**src/hda_pkg.sv**
```systemverilog
// hda_pkg: register indices, field positions, reset values and timing for the hall angle decoder
// assumes: included before hda_hall_filter and hda_top, 32-bit apb data, one aligned word per register
`default_nettype none

package hda_pkg;

  // register indices, byte address is four times the index
  localparam logic [7:0] IDX_MODE     = 8'h33;  // sensor_mode_config
  localparam logic [7:0] IDX_POS_0    = 8'h34;  // sector_position_0_60
  localparam logic [7:0] IDX_POS_1    = 8'h35;  // sector_position_120_180
  localparam logic [7:0] IDX_POS_2    = 8'h36;  // sector_position_240_300
  localparam logic [7:0] IDX_OFFSETS  = 8'h37;  // angle_offsets
  localparam logic [7:0] IDX_MAX_STEP = 8'h38;  // max_angle_step
  localparam logic [7:0] IDX_ELEC     = 8'h39;  // electrical_angle_result
  localparam logic [7:0] IDX_MECH     = 8'h3A;  // mechanical_angle_result

  // mode register field positions
  localparam int MODE_POL_BIT    = 0;
  localparam int MODE_SYNC_BIT   = 4;
  localparam int MODE_INTERP_BIT = 8;
  localparam int MODE_DIR_BIT    = 12;
  localparam int MODE_BLANK_LSB  = 16;
  localparam int MODE_BLANK_MSB  = 27;
  localparam logic [31:0] MODE_WR_MASK = 32'h0FFF_1111;  // writable mode bits

  // values after reset
  localparam logic [31:0] RST_MODE     = 32'h0000_0000;
  localparam logic [31:0] RST_POS_0    = 32'h2AAB_0000;  // 60 deg : 0 deg
  localparam logic [31:0] RST_POS_1    = 32'h8000_5555;  // 180 deg : 120 deg
  localparam logic [31:0] RST_POS_2    = 32'hD555_AAAB;  // 300 deg : 240 deg
  localparam logic [31:0] RST_OFFSETS  = 32'h0000_0000;
  localparam logic [15:0] RST_MAX_STEP = 16'h2AAA;       // one sixth of full scale

  // timing: blanking unit and clock period in ns
  localparam int unsigned BLANK_UNIT_NS = 10;
  localparam int unsigned CLK_PERIOD_NS = 25;

  // decoded mode fields
  typedef struct packed {
    logic [11:0] blank;   // blanking length in 10 ns units
    logic        dir;     // reverse angle progression
    logic        interp;  // interpolation on
    logic        sync;    // sample on pwm strobe only
    logic        pol;     // invert hall inputs
  } hda_mode_t;

endpackage : hda_pkg

`default_nettype wire

```
**src/hda_hall_filter.sv**
```systemverilog
// hda_hall_filter: synchronises the three hall pins, applies blanking and optional pwm-synchronous sampling
// assumes: hall pins are asynchronous, pwm_sample is a one-cycle strobe on pclk
`default_nettype none
`timescale 1ns/1ps

module hda_hall_filter
  import hda_pkg::*;
(
  input  wire logic       pclk,         // system clock
  input  wire logic       presetn,      // async reset, active low
  input  wire logic       ce,           // clock enable
  input  wire logic [2:0] hall_pins,    // raw hall inputs
  input  wire logic       pwm_sample,   // pwm cycle sample strobe
  input  var  hda_mode_t  mode,         // mode fields
  output logic      [2:0] hall_state,   // accepted hall levels, polarity applied
  output logic            hall_edge     // pulse when hall_state changed
);

  logic [2:0]  sync1_reg;   // first stage, read only by second
  logic [2:0]  sync2_reg;   // second stage
  logic [2:0]  sync3_reg;   // third stage
  logic [2:0]  agreed_reg;  // last level where stages two and three agreed
  logic [2:0]  level_reg;   // accepted level
  logic [15:0] blank_ns_reg;  // ns elapsed since last accepted change
  logic [15:0] blank_ns;    // required blanking in ns
  logic        blank_done;  // blanking over
  logic        accept;      // take a new level this cycle
  logic [2:0]  agreed_next;  // per-bit agreed level

  // three-flop synchroniser per hall line
  for (genvar i = 0; i < 3; i++) begin : g_sync
    always_ff @(posedge pclk or negedge presetn) begin
      if (!presetn) begin
        sync1_reg[i] <= 1'b0;
        sync2_reg[i] <= 1'b0;
        sync3_reg[i] <= 1'b0;
      end else if (ce) begin
        sync1_reg[i] <= hall_pins[i];
        sync2_reg[i] <= sync1_reg[i];
        sync3_reg[i] <= sync2_reg[i];
      end
    end
    // a bit changes only once stages two and three agree
    assign agreed_next[i] = (sync2_reg[i] == sync3_reg[i]) ? sync3_reg[i] : agreed_reg[i];
  end

  // hold the agreed level
  always_ff @(posedge pclk or negedge presetn) begin
    if (!presetn) begin
      agreed_reg <= 3'h0;
    end else if (ce) begin
      agreed_reg <= agreed_next;
    end
  end

  assign blank_ns   = 16'(mode.blank) * 16'(BLANK_UNIT_NS);
  assign blank_done = (blank_ns_reg >= blank_ns);
  assign accept     = (agreed_reg != level_reg) && blank_done && (!mode.sync || pwm_sample);

  always_ff @(posedge pclk or negedge presetn) begin
    if (!presetn) begin
      blank_ns_reg <= 16'hFFFF;
    end else if (ce) begin
      if (accept) begin
        blank_ns_reg <= 16'h0000;  // restart after each accepted change
      end else if (!blank_done) begin
        blank_ns_reg <= blank_ns_reg + 16'(CLK_PERIOD_NS);
      end
    end
  end

  // accepted level and change pulse
  always_ff @(posedge pclk or negedge presetn) begin
    if (!presetn) begin
      level_reg <= 3'h0;
      hall_edge <= 1'b0;
    end else if (ce) begin
      hall_edge <= accept;
      if (accept) begin
        level_reg <= agreed_reg;
      end
    end
  end

  assign hall_state = mode.pol ? ~level_reg : level_reg;
endmodule : hda_hall_filter

`default_nettype wire

```
**src/hda_top.sv**
```systemverilog
// hda_top: digital hall angle decoder with apb register access
// assumes: apb master on pclk, hall pins asynchronous, pwm_sample a one-cycle strobe from the pwm engine
//
// Register access over APB was left to the implementer.
`default_nettype none
`timescale 1ns/1ps

module hda_top
  import hda_pkg::*;
(
  input  wire logic        pclk,        // system clock, 40 MHz
  input  wire logic        presetn,     // async reset, active low
  input  wire logic        ce,          // clock enable, freezes state when low
  input  wire logic        psel,        // apb select
  input  wire logic        penable,     // apb access phase
  input  wire logic        pwrite,      // apb write
  input  wire logic [11:0] paddr,       // apb byte address
  input  wire logic [31:0] pwdata,      // apb write data
  output logic      [31:0] prdata,      // apb read data
  output logic             pready,      // apb ready
  output logic             pslverr,     // apb error on unmapped address
  input  wire logic  [2:0] hall_pins,   // hall sensor inputs
  input  wire logic        pwm_sample,  // pwm cycle sample strobe
  output logic      [15:0] phi_e_out,   // electrical angle for the control loop
  output logic      [15:0] phi_m_out    // mechanical angle for the control loop
);

  // software registers
  logic [31:0] mode_reg;       // sensor_mode_config
  logic [31:0] pos_reg [3];    // sector position pairs
  logic [31:0] offsets_reg;    // angle_offsets
  logic [15:0] max_step_reg;   // max_angle_step
  hda_mode_t   mode;           // decoded mode fields

  // hall path
  logic  [2:0] hall_state;     // filtered hall level
  logic        hall_edge;      // filtered change pulse
  logic  [2:0] sector;         // sector from hall code
  logic        sector_ok;      // code is one of the six legal ones
  logic  [2:0] idx_next;       // sector after direction mapping
  logic  [2:0] idx_reg;        // current sector index
  logic  [2:0] idx_inc;        // index one sector ahead
  logic [15:0] pos_sel;        // calibration position of current sector
  logic        fwd_reg;        // last transition went forward
  logic [23:0] period_cnt_reg; // cycles since last transition
  logic [23:0] period_reg;     // length of previous sector in cycles
  logic [24:0] acc_reg;        // rate accumulator
  logic [24:0] acc_sum;        // accumulator plus step
  logic [15:0] offs_reg;       // interpolated advance past edge
  logic [15:0] interp_pos;     // position plus advance, minus it when the last transition went backward
  logic [15:0] raw_reg;        // raw electrical angle
  logic [15:0] interp_reg;     // interpolated electrical angle
  logic [15:0] mech_reg;       // mechanical angle

  // apb decode
  logic        in_range;       // address in the upper bits is zero
  logic        mapped;         // address hits a register
  logic        loaded_reg;     // read data latched, transfer may end
  logic        wr_take;        // write completes this edge
  logic [31:0] rd_mux;         // read data before the flop

  assign mode = '{blank:  mode_reg[MODE_BLANK_MSB:MODE_BLANK_LSB],
                  dir:    mode_reg[MODE_DIR_BIT],
                  interp: mode_reg[MODE_INTERP_BIT],
                  sync:   mode_reg[MODE_SYNC_BIT],
                  pol:    mode_reg[MODE_POL_BIT]};

  // hall synchroniser, blanking and sampling
  hda_hall_filter hda_hall_filter_i (
    .pclk       (pclk),
    .presetn    (presetn),
    .ce         (ce),
    .hall_pins  (hall_pins),
    .pwm_sample (pwm_sample),
    .mode       (mode),
    .hall_state (hall_state),
    .hall_edge  (hall_edge)
  );

  // address decode
  assign in_range = (paddr[11:10] == 2'b00);
  always_comb begin
    mapped = 1'b0;
    rd_mux = 32'h0000_0000;
    if (in_range) begin
      unique case (paddr[9:2])
        IDX_MODE:     begin mapped = 1'b1; rd_mux = mode_reg; end
        IDX_POS_0:    begin mapped = 1'b1; rd_mux = pos_reg[0]; end
        IDX_POS_1:    begin mapped = 1'b1; rd_mux = pos_reg[1]; end
        IDX_POS_2:    begin mapped = 1'b1; rd_mux = pos_reg[2]; end
        IDX_OFFSETS:  begin mapped = 1'b1; rd_mux = offsets_reg; end
        IDX_MAX_STEP: begin mapped = 1'b1; rd_mux = {16'h0000, max_step_reg}; end
        IDX_ELEC:     begin mapped = 1'b1; rd_mux = {interp_reg, raw_reg}; end
        IDX_MECH:     begin mapped = 1'b1; rd_mux = {16'h0000, mech_reg}; end
        default:      begin mapped = 1'b0; rd_mux = 32'h0000_0000; end
      endcase
    end
  end

  // apb answers in the first access cycle unless the clock enable is low
  // a setup cycle that met a low clock enable costs one extra access cycle for its data
  assign pready  = ce && loaded_reg;
  assign pslverr = psel && penable && !mapped;
  assign wr_take = psel && penable && pwrite && pready && mapped;

  // read data captured at the first enabled edge of each transfer
  always_ff @(posedge pclk or negedge presetn) begin
    if (!presetn) begin
      prdata     <= 32'h0000_0000;
      loaded_reg <= 1'b0;
    end else if (ce) begin
      if (psel && !loaded_reg) begin
        // zero for writes and unmapped reads
        prdata     <= pwrite ? 32'h0000_0000 : rd_mux;
        loaded_reg <= 1'b1;
      end else if (!psel || penable) begin
        // transfer ended or bus idle: next transfer loads afresh
        loaded_reg <= 1'b0;
      end
    end
  end

  always_ff @(posedge pclk or negedge presetn) begin
    if (!presetn) begin
      mode_reg     <= RST_MODE;
      pos_reg[0]   <= RST_POS_0;
      pos_reg[1]   <= RST_POS_1;
      pos_reg[2]   <= RST_POS_2;
      offsets_reg  <= RST_OFFSETS;
      max_step_reg <= RST_MAX_STEP;
    end else if (wr_take) begin
      unique case (paddr[9:2])
        IDX_MODE:     mode_reg     <= pwdata & MODE_WR_MASK;
        IDX_POS_0:    pos_reg[0]   <= pwdata;
        IDX_POS_1:    pos_reg[1]   <= pwdata;
        IDX_POS_2:    pos_reg[2]   <= pwdata;
        IDX_OFFSETS:  offsets_reg  <= pwdata;
        IDX_MAX_STEP: max_step_reg <= pwdata[15:0];
        default:      ;  // result registers are read only
      endcase
    end
  end

  // hall code to sector: 001,011,010,110,100,101 give 0..5
  always_comb begin
    sector_ok = 1'b1;
    unique case (hall_state)
      3'h1:    sector = 3'h0;
      3'h3:    sector = 3'h1;
      3'h2:    sector = 3'h2;
      3'h6:    sector = 3'h3;
      3'h4:    sector = 3'h4;
      3'h5:    sector = 3'h5;
      default: begin sector = 3'h0; sector_ok = 1'b0; end
    endcase
  end

  // reversed direction mirrors the sector order
  assign idx_next = (mode.dir && sector != 3'h0) ? 3'(3'h6 - sector) : sector;
  assign idx_inc  = (idx_reg == 3'h5) ? 3'h0 : 3'(idx_reg + 3'h1);

  // calibration position for the current sector
  assign pos_sel = idx_reg[0] ? pos_reg[idx_reg[2:1]][31:16] : pos_reg[idx_reg[2:1]][15:0];

  // sector tracking and rate measurement
  always_ff @(posedge pclk or negedge presetn) begin
    if (!presetn) begin
      idx_reg        <= 3'h0;
      fwd_reg        <= 1'b1;
      period_cnt_reg <= 24'h000000;
      period_reg     <= 24'h000000;
    end else if (ce) begin
      if (sector_ok && idx_next != idx_reg) begin
        idx_reg        <= idx_next;
        fwd_reg        <= (idx_next == idx_inc);
        // rate from the sector just left
        period_reg     <= period_cnt_reg;
        period_cnt_reg <= 24'h000000;
      end else if (period_cnt_reg != 24'hFFFFFF) begin
        period_cnt_reg <= period_cnt_reg + 24'h000001;
      end
    end
  end

  assign acc_sum = acc_reg + {9'h000, max_step_reg};

  always_ff @(posedge pclk or negedge presetn) begin
    if (!presetn) begin
      acc_reg  <= 25'h0000000;
      offs_reg <= 16'h0000;
    end else if (ce) begin
      if (sector_ok && idx_next != idx_reg) begin
        acc_reg  <= 25'h0000000;
        offs_reg <= 16'h0000;
      end else if (period_reg != 24'h000000 && offs_reg < max_step_reg) begin
        // advance stops at the maximum step
        if (acc_sum >= {1'b0, period_reg}) begin
          acc_reg  <= acc_sum - {1'b0, period_reg};
          offs_reg <= offs_reg + 16'h0001;
        end else begin
          acc_reg  <= acc_sum;
        end
      end
    end
  end

  assign interp_pos = fwd_reg ? 16'(pos_sel + offs_reg) : 16'(pos_sel - offs_reg);

  always_ff @(posedge pclk or negedge presetn) begin
    if (!presetn) begin
      raw_reg    <= 16'h0000;
      interp_reg <= 16'h0000;
      mech_reg   <= 16'h0000;
    end else if (ce) begin
      raw_reg    <= 16'(pos_sel + offsets_reg[31:16]);
      // interpolated half follows raw when interpolation is off
      interp_reg <= mode.interp ? 16'(interp_pos + offsets_reg[31:16]) : 16'(pos_sel + offsets_reg[31:16]);
      mech_reg   <= 16'(pos_sel + offsets_reg[15:0]);
    end
  end

  assign phi_e_out = interp_reg;
  assign phi_m_out = mech_reg;
endmodule : hda_top

`default_nettype wire

```
**config.mk**
```make
export PLATFORM = sky130hd
export DESIGN_NAME = hda_top
export DESIGN_NICKNAME = d
export VERILOG_FILES = /design/src/hda_pkg.sv /design/src/hda_hall_filter.sv /design/src/hda_top.sv
export SDC_FILE = /design/constraint.sdc
export NUM_CORES = 1
export LEC_CHECK = 0
export ABC_AREA = 0
export BUFFER_PORTS_ARGS = -buffer_cell sky130_fd_sc_hd__buf_4
export CORE_MARGIN = 1
export CORE_UTILIZATION = 35
export DETAILED_ROUTE_END_ITERATION = 6
export GPL_TIMING_DRIVEN = 0
export RECOVER_POWER = 100
export SLEW_MARGIN = 20
export SYNTH_ARGS = -nofsm -noshare
export SYNTH_HDL_FRONTEND = slang
export SYNTH_HIERARCHICAL = 1
export SYNTH_SLANG_ARGS = --single-unit
```
**constraint.sdc**
```tcl
create_clock -name pclk -period 6.9 [get_ports pclk]
set_clock_uncertainty 0.05 [all_clocks]
set_input_delay 0.69 -clock pclk [delete_from_list [all_inputs] [get_ports pclk]]
set_output_delay 0.69 -clock pclk [all_outputs]
set_load 0.1 [all_outputs]
```
==> key figures <==
Floorplan
  • Area of the core: 0.0673 mm2
  • Die Footprint: 0.0691 mm2
  • Die height: 263 um
  • Starting Density: 0.354
  • I/O pins: 120
  • Die width: 263 um
  • Row Count: 95

STA
  • Period Utilization, post-route: 0.915
  • Fin. Hold Viols: 0
  • Crit path time final: 6310 ps
  • Final setup TNS: 0 ps
  • Max_slew headroom: -0.676
  • Smallest hold slack: 270 ps
  • Setup Viol. Count Final: 0
  • RSZ-0062 raised after global routing: false
  • FMAX: 158 MHz
  • Slew Limit Fails: 137
  • Worst slew pin tran: 2510 ps

Critical path
  • Arr. time, crit path: 6750 ps
  • Reg2Reg Depth: 20
  • Critical Path Sink: acc_reg[23]$_DFFE_PN0P_
  • Worst R2R Setup Slack: 590 ps
  • Crit Path Category: reg2reg
  • Crit-path max FO: 10
  • Crit. Startpoint: max_step_reg[1]$_DFFE_PN1P_
  • RR Startpoint: max_step_reg[1]$_DFFE_PN1P_
  • Worst Setup Start Kind: flop
  • Crit path required time: 7340 ps
  • Reg2reg end: acc_reg[23]$_DFFE_PN0P_
  • CP Capture Type: flop

Synth
  • Syn avg cell area: 10.2 um2
  • Mapped cell area: 0.0238 mm2
  • Post-Syn Instances: 2,345
  • Synthesized Nets: 2,562
  • Yosys synthesis warning count: 6

Drt
  • Post-Route WL: 82,400 um
  • Drt first pass iters: 6
  • Drt first-iter violations: 1,622
  • Routed vias/inst: 5.80
  • # DRC: 0
  • Vias: 19.9k
  • WL/cell: 24.1 um
  • Antenna-violating nets left: 0

Placement
  • DP HPWL: 63,900 um
  • GP Congestion: 0.952
  • # port buffers: 115

Layout
  • Multi-input logic area: 0.0136 mm2
  • Commonest non-fill, non-tap cells in the layout: dfrtp_1, nand2_1, o21ai_0
  • Largest register FFs: 96
  • Reg area: 0.00921 mm2
  • Commonest non-fill, non-tap cell in the layout: dfrtp_1
  • Filler cells: 6,650
  • Final net count: 2,730
  • Area delta synth->final: 13.0%
  • Share of layout cells above drive strength 1: 0.156
  • Diode count: 0

Global route
  • Gr ovfl total: 0
  • Initial antenna violation count: 1
  • Largest net degree at the start of global routing: 94
  • Total global-route track usage: 0.235
  • First-pass GRT wire length: 123,000 um
  • Vias in the first global route: 19.6k

Pwr
  • Worst-case vdd ir drop: 173 uV
  • Pleak: 12.5 nW
  • PD cells: 311 mW/mm2

Clock tree
  • CTS Buffer Depth: 3
  • Root Buffer: clkbuf_16
  • CTS tree: yes
  • Clock transition at path regs: 60 ps
  • Post-CTS Setup Inserts: 0
  • CTS H-tree depth: 2
  • Num CTS Buffers: 44
  • CTS Sinks: 365
  • Worst-Skew Late Latency: 610 ps

Outcome
  • Violated checks: capacitance limit, slew limit
  • Status: finished, violations left

Hold path
  • Hold Path Class: in2reg

Run
  • Max cap viols: 2
cell type report:
type                            instances  share of cell area
Multi-Input combinational cell       1777               0.506
Buffer                                102              0.0156
Sequential cell                       365               0.342
Tap cell                              873              0.0406
Inverter                              101              0.0141
Clock buffer                           63              0.0477
Clock inverter                         19             0.00781
Timing Repair Buffer                  122              0.0256
repair_timing:
action                                 in CTS  in global routing
gates resized for setup                     0                  2
endpoints found under the hold margin      28                  0
hold buffers                                1                  0
setup endpoints to repair                   0                  2
per-layer routing:
metal,part of all wire,GRT usage,vias up
met5,0,0,-
met4,0.033,0.0820,0
met3,0.060,0.0333,136
met2,0.48,0.398,717
met1,0.43,0.307,10000
li1,-,-,8967
how the worst min path moves through the flow:
stage | from | to | slack (ps) | depth (start not counted)
after floorplan | presetn | acc_reg[0]$_DFFE_PN0P_ | 340 | 0
after global placement | raw_reg[15]$_DFFE_PN0P_ | raw_reg[15]$_DFFE_PN0P_ | 420 | 2
after detailed placement | raw_reg[14]$_DFFE_PN0P_ | raw_reg[14]$_DFFE_PN0P_ | 420 | 2
after CTS | pwdata[29] | pos_reg[61]$_DFFE_PN0P_ | 250 | 2
after global routing | hall_pins[1] | hda_hall_filter_i/sync1_reg[1]$_DFFE_PN0P_ | 270 | 2
final | pwdata[29] | pos_reg[61]$_DFFE_PN0P_ | 270 | 2
worst max-delay path, stage by stage (launching register included):
cell and delay, ps:
dfstp_1 650, ha_1 290, a211oi_1 220, o21bai_1 150, o311a_1 350, a211o_1 370
a31oi_1 650, nor2_1 130, xor2_1 190, ha_1 280, clkbuf_1 310, nand3_1 250
nor4_1 580, nand4_1 170, nand2_1 120, a31oi_1 60, nand2b_1 150, clkbuf_1 300
buf_6 230, nand2_1 380, o211ai_1 330
where the power goes:
group          internal [mW]  switching, mW
Sequential              2.25          0.104
Clock                   1.42           1.00
Combinational           1.27           2.32
Total                   4.94           3.43
metrics by stage:
stage	util	cells	setup slack (ps)	power (mW)	area [um2]
2_1_floorplan	-	2345	2080	4.95	23800
3_3_place_gp	0.383	3333	491	5.92	25800
3_5_place_dp	0.385	3339	451	6.00	25900
4_1_cts	0.408	3422	435	8.45	27400
5_1_grt	0.400	3422	171	8.80	26900
6_report	0.400	3422	589	8.36	26900
(Power assumes the default switching activity.)
